==> src/include/asc_defs.svh <==
`ifndef ASC_DEFS_SVH
`define ASC_DEFS_SVH

// Memory geometry
`define ASC_ADDR_W        13
`define ASC_DATA_W        8

// Clock period and fastest-grade access time, in ns
`define ASC_CLK_NS        8
`define ASC_ACCESS_NS     15

// Write strobe low time and address setup margin, in ns
`define ASC_WRITE_NS      15
`define ASC_SETUP_NS      1

// Derived cycle counts: least times round up
`define ASC_ACCESS_CYC    ((`ASC_ACCESS_NS + `ASC_CLK_NS - 1) / `ASC_CLK_NS)
`define ASC_WRITE_CYC     ((`ASC_WRITE_NS + `ASC_CLK_NS - 1) / `ASC_CLK_NS)
`define ASC_SETUP_CYC     ((`ASC_SETUP_NS + `ASC_CLK_NS - 1) / `ASC_CLK_NS)

// Synchroniser stages on the data lines, added to every read wait
`define ASC_SYNC_CYC      2

// Counter width
`define ASC_CNT_W         4

`endif

==> src/include/asc_pkg.sv <==
`include "asc_defs.svh"

package asc_pkg;

  // Request from the user side
  typedef struct packed {
    logic                     wr;
    logic [`ASC_ADDR_W-1:0]   addr;
    logic [`ASC_DATA_W-1:0]   wdata;
  } asc_req_t;

  // Pin outputs towards the memory
  typedef struct packed {
    logic                     sel_low_n;
    logic                     sel_high;
    logic                     oe_n;
    logic                     we_n;
    logic [`ASC_ADDR_W-1:0]   addr;
  } asc_pins_t;

  // Controller states
  typedef enum logic [2:0] {
    ASC_IDLE  = 3'b000,
    ASC_RSET  = 3'b001,
    ASC_RWAIT = 3'b010,
    ASC_WSET  = 3'b011,
    ASC_WPULS = 3'b100,
    ASC_WHOLD = 3'b101
  } asc_state_t;

endpackage

==> src/rtl/asc_timer.sv <==
`timescale 1ns/1ps
`include "asc_defs.svh"

// Down counter that flags when a phase has lasted its cycle count
module asc_timer
  import asc_pkg::*;
#(
  parameter int CW = `ASC_CNT_W
) (
  input  wire logic          clk,
  input  wire logic          rst,
  input  wire logic          load,
  input  wire logic [CW-1:0] count,
  output logic               done
);

  logic [CW-1:0] cnt_q;   // Remaining cycles
  logic [CW-1:0] cnt_d;

  ////////////////////////////////////////////////////////////////////////
  // Next count
  always_comb begin
    if (load) begin
      cnt_d = count;
    end else if (cnt_q != '0) begin
      cnt_d = cnt_q - CW'(1);
    end else begin
      cnt_d = cnt_q;
    end
  end

  // Register
  always_ff @(posedge clk) begin
    if (rst) begin
      cnt_q <= '0;
    end else begin
      cnt_q <= cnt_d;
    end
  end

  // Done when one cycle is left, so phases last exactly 'count' cycles
  assign done = (cnt_q == CW'(1));

endmodule

==> src/rtl/asc_ctrl.sv <==
`timescale 1ns/1ps
`include "asc_defs.svh"

// Behaviour
// - Selected only: select-low low, select-high high
// - Write ends on first rising select/strobe
// - Hold write data around terminating edge
// - Read: strobe high, selected, enable low
// - Address change updates data after access time
// - Address valid before select-low falls
module asc_ctrl
  import asc_pkg::*;
#(
  parameter int AW = `ASC_ADDR_W,
  parameter int DW = `ASC_DATA_W
) (
  input  wire logic          SYS_CLK,
  input  wire logic          RESET,
  input  wire logic          REQ_VALID,
  output logic               REQ_READY,
  input  wire asc_req_t      REQ,
  output logic               RD_VALID,
  output logic [DW-1:0]      RD_DATA,
  output logic               WR_DONE,
  output asc_pins_t          MEM_PINS,
  output logic [DW-1:0]      DATA_LINES_O,
  output logic               DATA_LINES_OE_N,
  input  wire logic [DW-1:0] DATA_LINES_I
);

  ////////////////////////////////////////////////////////////////////////
  // Declarations
  asc_state_t         st_q, st_d;          // Sequencer state
  asc_pins_t          pins_q, pins_d;      // Registered pin levels
  logic [DW-1:0]      wdat_q, wdat_d;      // Write data held on the lines
  logic               drv_q, drv_d;        // Host drives data lines
  logic [DW-1:0]      rdat_q, rdat_d;      // Captured read word
  logic               rvld_q, rvld_d;      // Read answer pulse
  logic               wdone_q, wdone_d;    // Write answer pulse
  logic [DW-1:0]      sync1_q, sync2_q;    // Data line synchroniser
  logic               tload;               // Start a timed phase
  logic [`ASC_CNT_W-1:0] tcount;           // Length of that phase
  logic               tdone;               // Phase elapsed

  ////////////////////////////////////////////////////////////////////////
  // Phase timer
  asc_timer #(.CW(`ASC_CNT_W)) u_timer (
    .clk   (SYS_CLK),
    .rst   (RESET),
    .load  (tload),
    .count (tcount),
    .done  (tdone)
  );

  ////////////////////////////////////////////////////////////////////////
  // Data lines are asynchronous to us: two flops before use
  always_ff @(posedge SYS_CLK) begin
    if (RESET) begin
      sync1_q <= '0;
      sync2_q <= '0;
    end else begin
      sync1_q <= DATA_LINES_I;
      sync2_q <= sync1_q;
    end
  end

  ////////////////////////////////////////////////////////////////////////
  // Sequencer next state
  always_comb begin
    st_d    = st_q;
    pins_d  = pins_q;
    wdat_d  = wdat_q;
    drv_d   = drv_q;
    rdat_d  = rdat_q;
    rvld_d  = 1'b0;
    wdone_d = 1'b0;
    tload   = 1'b0;
    tcount  = '0;
    case (st_q)
      ASC_IDLE: begin
        // Deselected and idle lets the memory power down
        pins_d.sel_low_n = 1'b1;
        pins_d.sel_high  = 1'b0;
        pins_d.oe_n      = 1'b1;
        pins_d.we_n      = 1'b1;
        drv_d            = 1'b0;
        if (REQ_VALID) begin
          // Address placed before select falls
          pins_d.addr = REQ.addr;
          tload       = 1'b1;
          tcount      = `ASC_CNT_W'(`ASC_SETUP_CYC);
          if (REQ.wr) begin
            wdat_d = REQ.wdata;
            drv_d  = 1'b1;
            st_d   = ASC_WSET;
          end else begin
            st_d   = ASC_RSET;
          end
        end
      end
      ASC_RSET: begin
        // Select, keep strobe high, enable outputs
        pins_d.sel_low_n = 1'b0;
        pins_d.sel_high  = 1'b1;
        pins_d.oe_n      = 1'b0;
        pins_d.we_n      = 1'b1;
        tload            = 1'b1;
        // Extra cycles cover the two synchroniser stages
        tcount = `ASC_CNT_W'(`ASC_ACCESS_CYC + `ASC_SYNC_CYC);
        st_d   = ASC_RWAIT;
      end
      ASC_RWAIT: begin
        if (tdone) begin
          rdat_d = sync2_q;
          rvld_d = 1'b1;
          st_d   = ASC_IDLE;
        end
      end
      ASC_WSET: begin
        if (tdone) begin
          // Output enable kept high so the memory floats
          pins_d.oe_n      = 1'b1;
          pins_d.sel_low_n = 1'b0;
          pins_d.sel_high  = 1'b1;
          pins_d.we_n      = 1'b0;
          tload            = 1'b1;
          tcount           = `ASC_CNT_W'(`ASC_WRITE_CYC);
          st_d             = ASC_WPULS;
        end
      end
      ASC_WPULS: begin
        if (tdone) begin
          // Strobe rises first: strobe-controlled write
          pins_d.we_n = 1'b1;
          st_d        = ASC_WHOLD;
        end
      end
      ASC_WHOLD: begin
        // Data and address still held one cycle past the edge
        pins_d.sel_low_n = 1'b1;
        pins_d.sel_high  = 1'b0;
        drv_d            = 1'b0;
        wdone_d          = 1'b1;
        st_d             = ASC_IDLE;
      end
      default: begin
        st_d = ASC_IDLE;
      end
    endcase
  end

  ////////////////////////////////////////////////////////////////////////
  // Sequencer registers
  always_ff @(posedge SYS_CLK) begin
    if (RESET) begin
      st_q    <= ASC_IDLE;
      pins_q  <= '{sel_low_n: 1'b1, sel_high: 1'b0, oe_n: 1'b1, we_n: 1'b1, addr: '0};
      wdat_q  <= '0;
      drv_q   <= 1'b0;
      rdat_q  <= '0;
      rvld_q  <= 1'b0;
      wdone_q <= 1'b0;
    end else begin
      st_q    <= st_d;
      pins_q  <= pins_d;
      wdat_q  <= wdat_d;
      drv_q   <= drv_d;
      rdat_q  <= rdat_d;
      rvld_q  <= rvld_d;
      wdone_q <= wdone_d;
    end
  end

  ////////////////////////////////////////////////////////////////////////
  // Outputs; memory is static, so no refresh path exists
  assign REQ_READY       = (st_q == ASC_IDLE);
  assign RD_VALID        = rvld_q;
  assign RD_DATA         = rdat_q;
  assign WR_DONE         = wdone_q;
  assign MEM_PINS        = pins_q;
  assign DATA_LINES_O    = wdat_q;
  assign DATA_LINES_OE_N = ~drv_q;

endmodule

==> config.mk <==
export PLATFORM = sky130hd
export DESIGN_NAME = asc_ctrl
export DESIGN_NICKNAME = d
export VERILOG_FILES = /design/src/include/asc_pkg.sv /design/src/rtl/asc_timer.sv /design/src/rtl/asc_ctrl.sv
export VERILOG_INCLUDE_DIRS = /design/src /design/src/include
export SDC_FILE = /design/constraint.sdc
export NUM_CORES = 1
export LEC_CHECK = 0
export ABC_CLOCK_PERIOD_IN_PS = 2300
export BUFFER_PORTS_ARGS = -buffer_cell sky130_fd_sc_hd__buf_2
export CELL_PAD_IN_SITES_DETAIL_PLACEMENT = 0
export CELL_PAD_IN_SITES_GLOBAL_PLACEMENT = 1
export CORE_MARGIN = 2
export CORE_UTILIZATION = 36
export CTS_CLUSTER_DIAMETER = 50
export CTS_CLUSTER_SIZE = 10
export DETAILED_ROUTE_END_ITERATION = 8
export PLACE_DENSITY_LB_ADDON = 0.1
export SYNTH_ARGS = -nofsm -noshare
export SYNTH_HDL_FRONTEND = slang
export SYNTH_SLANG_ARGS = --single-unit
==> constraint.sdc <==
create_clock -name SYS_CLK -period 2.3 [get_ports SYS_CLK]
set_clock_uncertainty 0.1 [all_clocks]
set_input_delay 0.69 -clock SYS_CLK [delete_from_list [all_inputs] [get_ports SYS_CLK]]
set_output_delay 0.69 -clock SYS_CLK [all_outputs]
set_load 0.02 [all_outputs]
==> results of run 1 <==
-- flip-flops by register name, summed over array words and instances, names as in the netlist --
register       cells
sync2_q            8
RD_VALID           1
u_timer.cnt_q      4
st_q               3
RD_DATA            8
MEM_PINS          17
WR_DONE            1
drv_q              1
sync1_q            8
DATA_LINES_O       8
-- power groups by stage --
stage	Clock, mW	Combinational, mW	Sequential, mW
2_1_floorplan	0	0.426	1.24
6_report	0.931	0.640	1.18
3_3_place_gp	0	0.640	1.20
3_5_place_dp	0	0.644	1.21
5_1_grt	1.02	0.715	1.20
4_1_cts	0.965	0.647	1.18
-- per-layer routing --
metal | routed length [um] | vias up | part of all wire [%] | track usage, %
met3 | 365 | 2 | 7.9 | 7.03
met5 | 0 | - | 0 | 0
met2 | 2020 | 47 | 44 | 21.6
met1 | 2180 | 793 | 47 | 18.4
li1 | - | 918 | - | -
met4 | 27 | 0 | 0.59 | 6.61
-- worst min-delay path by stage --
stage / slack (ps) / startpoint / to / depth (start not counted)
after global placement: 320 / sync1_q[1]$_SDFF_PP0_ / sync2_q[1]$_SDFF_PP0_ / 1
final: 340 / sync1_q[0]$_SDFF_PP0_ / sync2_q[0]$_SDFF_PP0_ / 1
after global routing: 350 / sync1_q[7]$_SDFF_PP0_ / sync2_q[7]$_SDFF_PP0_ / 1
after CTS: 340 / sync1_q[0]$_SDFF_PP0_ / sync2_q[0]$_SDFF_PP0_ / 1
after floorplan: 310 / sync1_q[0]$_SDFF_PP0_ / sync2_q[0]$_SDFF_PP0_ / 1
after detailed placement: 330 / sync1_q[2]$_SDFF_PP0_ / sync2_q[2]$_SDFF_PP0_ / 1
-- per-stage QoR --
stage | worst slack [ps] | util (%) | hold WS [ps] | power (mW) | cell area, sq um
after floorplan | 398 | - | 314 | 1.67 | 2170
after global placement | 343 | 44.6 | 316 | 1.84 | 2610
after detailed placement | 291 | 44.6 | 328 | 1.85 | 2610
after CTS | 147 | 48.1 | 341 | 2.79 | 2810
after global routing | 123 | 48.1 | 354 | 2.93 | 2810
final | 186 | 48.1 | 335 | 2.75 | 2810
-- logic make-up (layout without fill, tap and decap cells) --
| kind of cell | Yosys count | count (layout) | share of synthesized area, % |
|---|---|---|---|
| AOI/OAI and AO/OA | 40 | 40 | 12.0 |
| xor gates and xnor gates | 1 | 1 | 0.404 |
| adders and majority gates | 3 | 3 | 1.73 |
| buffers and inverters | 18 | 98 | 3.35 |
| DFF | 59 | 59 | 54.5 |
| muxes | 10 | 10 | 4.68 |
| and+or+nand+nor | 101 | 101 | 23.3 |
-- placed cells by master (no fill, tap or decap), types with 2 or more instances in the layout --
master      netlist  routed
buf_4             0       8
clkinvlp_4        0       2
or3_2             2       2
clkinv_4          0       2
mux2i_1           9       9
a21oi_1          27      27
nor2_1           13      13
nor3_1            6       6
nand2_1          51      51
o22ai_1           2       2
nor2b_1          17      17
dfxtp_1          59      59
inv_1             5       5
clkbuf_8          0       9
ha_1              3       3
buf_2             4      69
nand2b_1          3       3
-- worst max-delay path, stage by stage (launching register included) --
cell,delay (ps)
dfxtp_1,410
nor3_1,350
buf_2,240
-- cell type report --
type | instances | area, sq um | share of cell area (%)
Sequential cell | 59 | 1180 | 42.0
Multi-Input combinational cell | 155 | 912 | 32.4
Timing Repair Buffer | 77 | 405 | 14.4
Clock buffer | 9 | 124 | 4.41
Tap cell | 75 | 93.8 | 3.34
Clock inverter | 7 | 76.3 | 2.71
Inverter | 5 | 18.8 | 0.668
==> reports/qor.yml, run 1 <==
outcome:
  status: "finished, final reports clean"
global_routing:
  grt_util_all_layers_pct: 14.8
  grt-ovfl-total: 0
  grt_pass1_vias: 1579
  grt_max_degree: 19
  antenna_found_initial: 0
  grt_pass1_wl_mm: 7.26
pwr:
  leakage_nw: 1.30
  share_clk_of_total_power_pct: 33.8
  switchingPower_mw: 0.848
  p_int_mw: 1.90
  p_seq_share_pct: 42.9
  swShare_pct: 30.8
  combPwrFrac_pct: 23.3
  vdd_drop_max_uv: 415
  power_density_mw_per_mm2: 979
clock_network:
  cts-root-buf: "clkbuf_8"
  numCtsBuffers: 9
  path_clk_slew_ps: 70
  worstSkewPairLatency_ps: 320
  htree_num_levels: 3
  postCtsSetupRepairBufs: 0
  holdBufCountCts: 0
  cts-resized-gates: 0
  numClockSinks: 59
  tritoncts: "done"
  clockBufferDepth: 2
logic_synthesis:
  synth_area_leaders: "dfxtp_1 (55%), nand2_1 (8.8%), a21oi_1 (6.2%), nor2b_1 (4.9%), mux2i_1 (4.2%)"
  yosysMostFrequentCell: "dfxtp_1"
  synth.distinct_cells: 36
  ys_async_sr_fraction_pct: 0
  synth_edf_count: 0
  yosysSeqAreaShare_pct: 54.5
  synth_cells: 232
  synth_top_area_share_pct: 54.5
  ys_ff_latch: 59
  yosys_most_used_dff: "dfxtp_1"
  synth_top_area_cell: "dfxtp_1"
  synth_nets: 268
  avgSynthCellArea_sq_um: 9.34
  synth_common_cells: "dfxtp_1 (59), nand2_1 (51), a21oi_1 (27), nor2b_1 (17), nor2_1 (13)"
  synth_area_sq_mm: 0.00217
  yosysWarnings: 0
cells_and_area:
  antenna_cells: 0
  syn2layout_area_growth_pct: 29.8
  layout.nets: 343
  drive_gt1_share_pct: 33.3
  final_cells: 387
  nFillCells: 579
critical_path:
  timing.rr.end: "u_timer.cnt_q[1]$_SDFFE_PP0P_"
  crit_path_start_kind: "flip-flop"
  cp-endpoint: "REQ_READY"
  crit_fanout: 9
  cp.arrival_ps: 1320
  regToRegStartpoint: "u_timer.cnt_q[1]$_SDFFE_PP0P_"
  crit_start: "st_q[1]$_SDFFE_PP0P_"
  end_kind: "primary output"
  worstPathRequired_ps: 1510
  rr_worst_depth: 6
  r2r_setup_slack_ps: 270
  critPathKind: "reg -> out"
floorplan:
  die_w_um: 81.6
  die_area_sq_mm: 0.00665
  fp-row-count: 28
  initial_core_util_pct: 37.0
  ios: 70
  dieHeight_um: 81.6
  core_sq_mm: 0.00585
sta:
  relSlewSlack_pct: 67.1
  fmax_mhz: 473
  hold_violations: 0
  drv_slew: 0
  setup_viol: 0
  finalSetupTns_ps: 0
  rsz0062_at_grt: "no"
  fin_crit_sh_pct: 91.9
  period_minus_slack_ps: 2110
  tightest_slew_ps: 492
placed_design:
  place_congestion: 0.706
  io_buffers: 69
  placedCellCount: 371
  hpwl_mm: 3.22
drt:
  drc: 0
  drt-vias-per-instance: 4.55
  vias: 1760
  ant_nets: 0
  wl_per_cell_um: 11.9
  routed_wl_mm: 4.60
  first_iter_violations: 93
  drt_first_pass_iters: 4
job:
  maxCapViolCount: 0
worst_hold_path:
  hold_path_class: "reg -> reg"
(Power assumes the default switching activity.)
==> inputs of run 2 (changes only) <==
--- a/config.mk
+++ b/config.mk
@@ -6,12 +6,13 @@
 export SDC_FILE = /design/constraint.sdc
 export NUM_CORES = 1
 export LEC_CHECK = 0
+export ABC_AREA = 1
 export ABC_CLOCK_PERIOD_IN_PS = 2300
 export BUFFER_PORTS_ARGS = -buffer_cell sky130_fd_sc_hd__buf_2
 export CELL_PAD_IN_SITES_DETAIL_PLACEMENT = 0
 export CELL_PAD_IN_SITES_GLOBAL_PLACEMENT = 1
 export CORE_MARGIN = 2
-export CORE_UTILIZATION = 36
+export CORE_UTILIZATION = 35
 export CTS_CLUSTER_DIAMETER = 50
 export CTS_CLUSTER_SIZE = 10
 export DETAILED_ROUTE_END_ITERATION = 8
==> run 2 against run 1 <==
Synthesized area is 0.92% higher. Final cell count is 11% higher. Worst hold slack worse by 34 ps. Critical path depth is 2 higher. Register-to-register slack better by 440 ps. Synthesized cell count is 21% higher. Power is 29% higher. Setup slack better by 75 ps. Sequential share of layout area is 0.42 points higher. Wire length is 0.81% higher. Largest cell class unchanged. Highest routed layer unchanged.
==> reports/qor.yml, run 2 <==
outcome:
  status: "finished, final reports clean"
critical_path:
  end_kind: "primary output"
  critPathKind: "reg -> out"
  cp.arrival_ps: 1250
  crit_fanout: 4
  worstPathRequired_ps: 1510
  crit_path_start_kind: "flip-flop"
floorplan:
  dieHeight_um: 83.0
  die_area_sq_mm: 0.00689
  die_w_um: 83.0
  core_sq_mm: 0.00599
  ios: 70
  initial_core_util_pct: 36.5
  fp-row-count: 28
clock_network:
  path_clk_slew_ps: 70
  worstSkewPairLatency_ps: 330
  numCtsBuffers: 9
  numClockSinks: 59
  clockBufferDepth: 2
  cts-resized-gates: 0
  holdBufCountCts: 0
  postCtsSetupRepairBufs: 0
  htree_num_levels: 3
  cts-root-buf: "clkbuf_8"
  tritoncts: "done"
logic_synthesis:
  synth_compound_area_share_pct: 9.10
  ys_ff_latch: 59
  synth.distinct_cells: 22
  synth_area_sq_mm: 0.00219
  synth_common_cells: "dfxtp_1 (59), nand2_1 (58), nor2_1 (51), a21oi_1 (26), inv_1 (25)"
  muxShareOfSynthArea_pct: 0
  ys_async_sr_fraction_pct: 0
  yosysMostFrequentCell: "dfxtp_1"
  synth_xor_area_share_pct: 0.801
  synth_top_area_share_pct: 54.0
  yosysSeqAreaShare_pct: 54.0
  synth_nets: 316
  synth_area_leaders: "dfxtp_1 (54%), nand2_1 (10%), nor2_1 (8.8%), a21oi_1 (6.0%), inv_1 (4.3%)"
  synth_top_family_by_area: "simple AND/OR/NAND/NOR gates"
  synthAdderAreaFrac_pct: 1.72
  yosys_most_used_dff: "dfxtp_1"
  synth_edf_count: 0
  avgSynthCellArea_sq_um: 7.81
  synth_top_area_cell: "dfxtp_1"
  yosysWarnings: 0
  synth-simple-area-share_pct: 26.5
  synth_cells: 280
pwr:
  p_seq_share_pct: 37.3
  leakage_nw: 1.36
  power_density_mw_per_mm2: 1270
  combPwrFrac_pct: 36.1
  vdd_drop_max_uv: 584
  swShare_pct: 38.8
  p_int_mw: 2.17
  switchingPower_mw: 1.37
  share_clk_of_total_power_pct: 26.5
cells_and_area:
  syn2layout_area_growth_pct: 27.4
  antenna_cells: 0
  final_cells: 431
  layout_common_cells: "buf_2 (69), dfxtp_1 (59), nand2_1 (58), nor2_1 (51), a21oi_1 (26)"
  drive_gt1_share_pct: 27.0
  layout.nets: 387
  largest_reg_flops: 17
  final_common_cell: "buf_2"
drt:
  wl_per_cell_um: 10.7
  drt-vias-per-instance: 4.44
  first_iter_violations: 51
  drt_first_pass_iters: 4
  routed_wl_mm: 4.63
  vias: 1913
  drc: 0
  ant_nets: 0
global_routing:
  grtUsageMet2_pct: 24.7
  grt_pass1_wl_mm: 8.27
  gr-max-usage-layer: "met2"
  groute.layer.met3.usage_pct: 6.86
  antenna_found_initial: 0
  grt_max_degree: 28
  grt-ovfl-total: 0
  grt_util_all_layers_pct: 14.8
  grt_pass1_vias: 1891
  use_met1_pct: 17.0
sta:
  relSlewSlack_pct: 71.5
  hold_violations: 0
  period_minus_slack_ps: 2040
  whs_ps: 301
  tightest_slew_ps: 427
  fmax_mhz: 490
  fin_crit_sh_pct: 88.6
  finalSetupTns_ps: 0
  setup_viol: 0
  drv_slew: 0
  rsz0062_at_grt: "no"
placed_design:
  place_congestion: 0.762
  io_buffers: 69
  placedCellCount: 415
  hpwl_mm: 3.22
job:
  maxCapViolCount: 0
worst_hold_path:
  hold_path_class: "reg -> reg"
[run 2: critical path, cell delays in order, from the launching register on]
cell and delay (ps):
dfxtp_1 330, inv_1 100, nand2_1 110, nor2_1 180, buf_2 200
[run 2: kinds of logic after synthesis]
family	Yosys count
buffers and inverters	40
AND/OR/NAND/NOR	137
adder cells (fa/ha/maj)	3
XOR/XNOR	2
AO/OA/AOI/OAI	39
flip-flops	59
[run 2: final timing paths]
path                                   to                  start  cells after the start  slack, ps
max                             REQ_READY   st_q[0]$_SDFFE_PP0P_                      4        260
min                 sync2_q[5]$_SDFF_PP0_  sync1_q[5]$_SDFF_PP0_                      2        300
max reg2reg  DATA_LINES_O[4]$_SDFFE_PP0P_   st_q[2]$_SDFFE_PP0P_                      6        710
min reg2reg         sync2_q[5]$_SDFF_PP0_  sync1_q[5]$_SDFF_PP0_                      2        300
[run 2: stage by stage]
step / instance area [sq um] / total power [mW] / util [%] / setup WS [ps]
after floorplan: 2190 / 2.34 / - / 679
after global placement: 2580 / 2.64 / 43.1 / 491
after detailed placement: 2580 / 2.64 / 43.1 / 471
after CTS: 2780 / 3.60 / 46.5 / 226
after global routing: 2780 / 3.86 / 46.5 / 159
final: 2780 / 3.54 / 46.5 / 261
[run 2: layout make-up]
type	instances	area (sq um)
clock buffer	11	141
clock inverter	5	61.3
fill	637	3210
inverter	28	105
multi-input combinational	181	833
sequential	59	1180
tap	75	93.8
timing repair buffer	72	368
[run 2: per-layer routing]
layer / vias up / part of all wire [%]
li1: 1025 / -
met1: 844 / 46
met2: 42 / 48
met3: 2 / 5.2
met4: 0 / 0.52
met5: - / 0
[run 2: power groups by stage]
stage	logic, mW	clock network [mW]	registers (mW)
floorplan	0.901	0	1.44
global placement	1.29	0	1.35
detailed placement	1.30	0	1.35
CTS	1.30	0.979	1.32
global route	1.48	1.03	1.35
finish	1.28	0.941	1.32
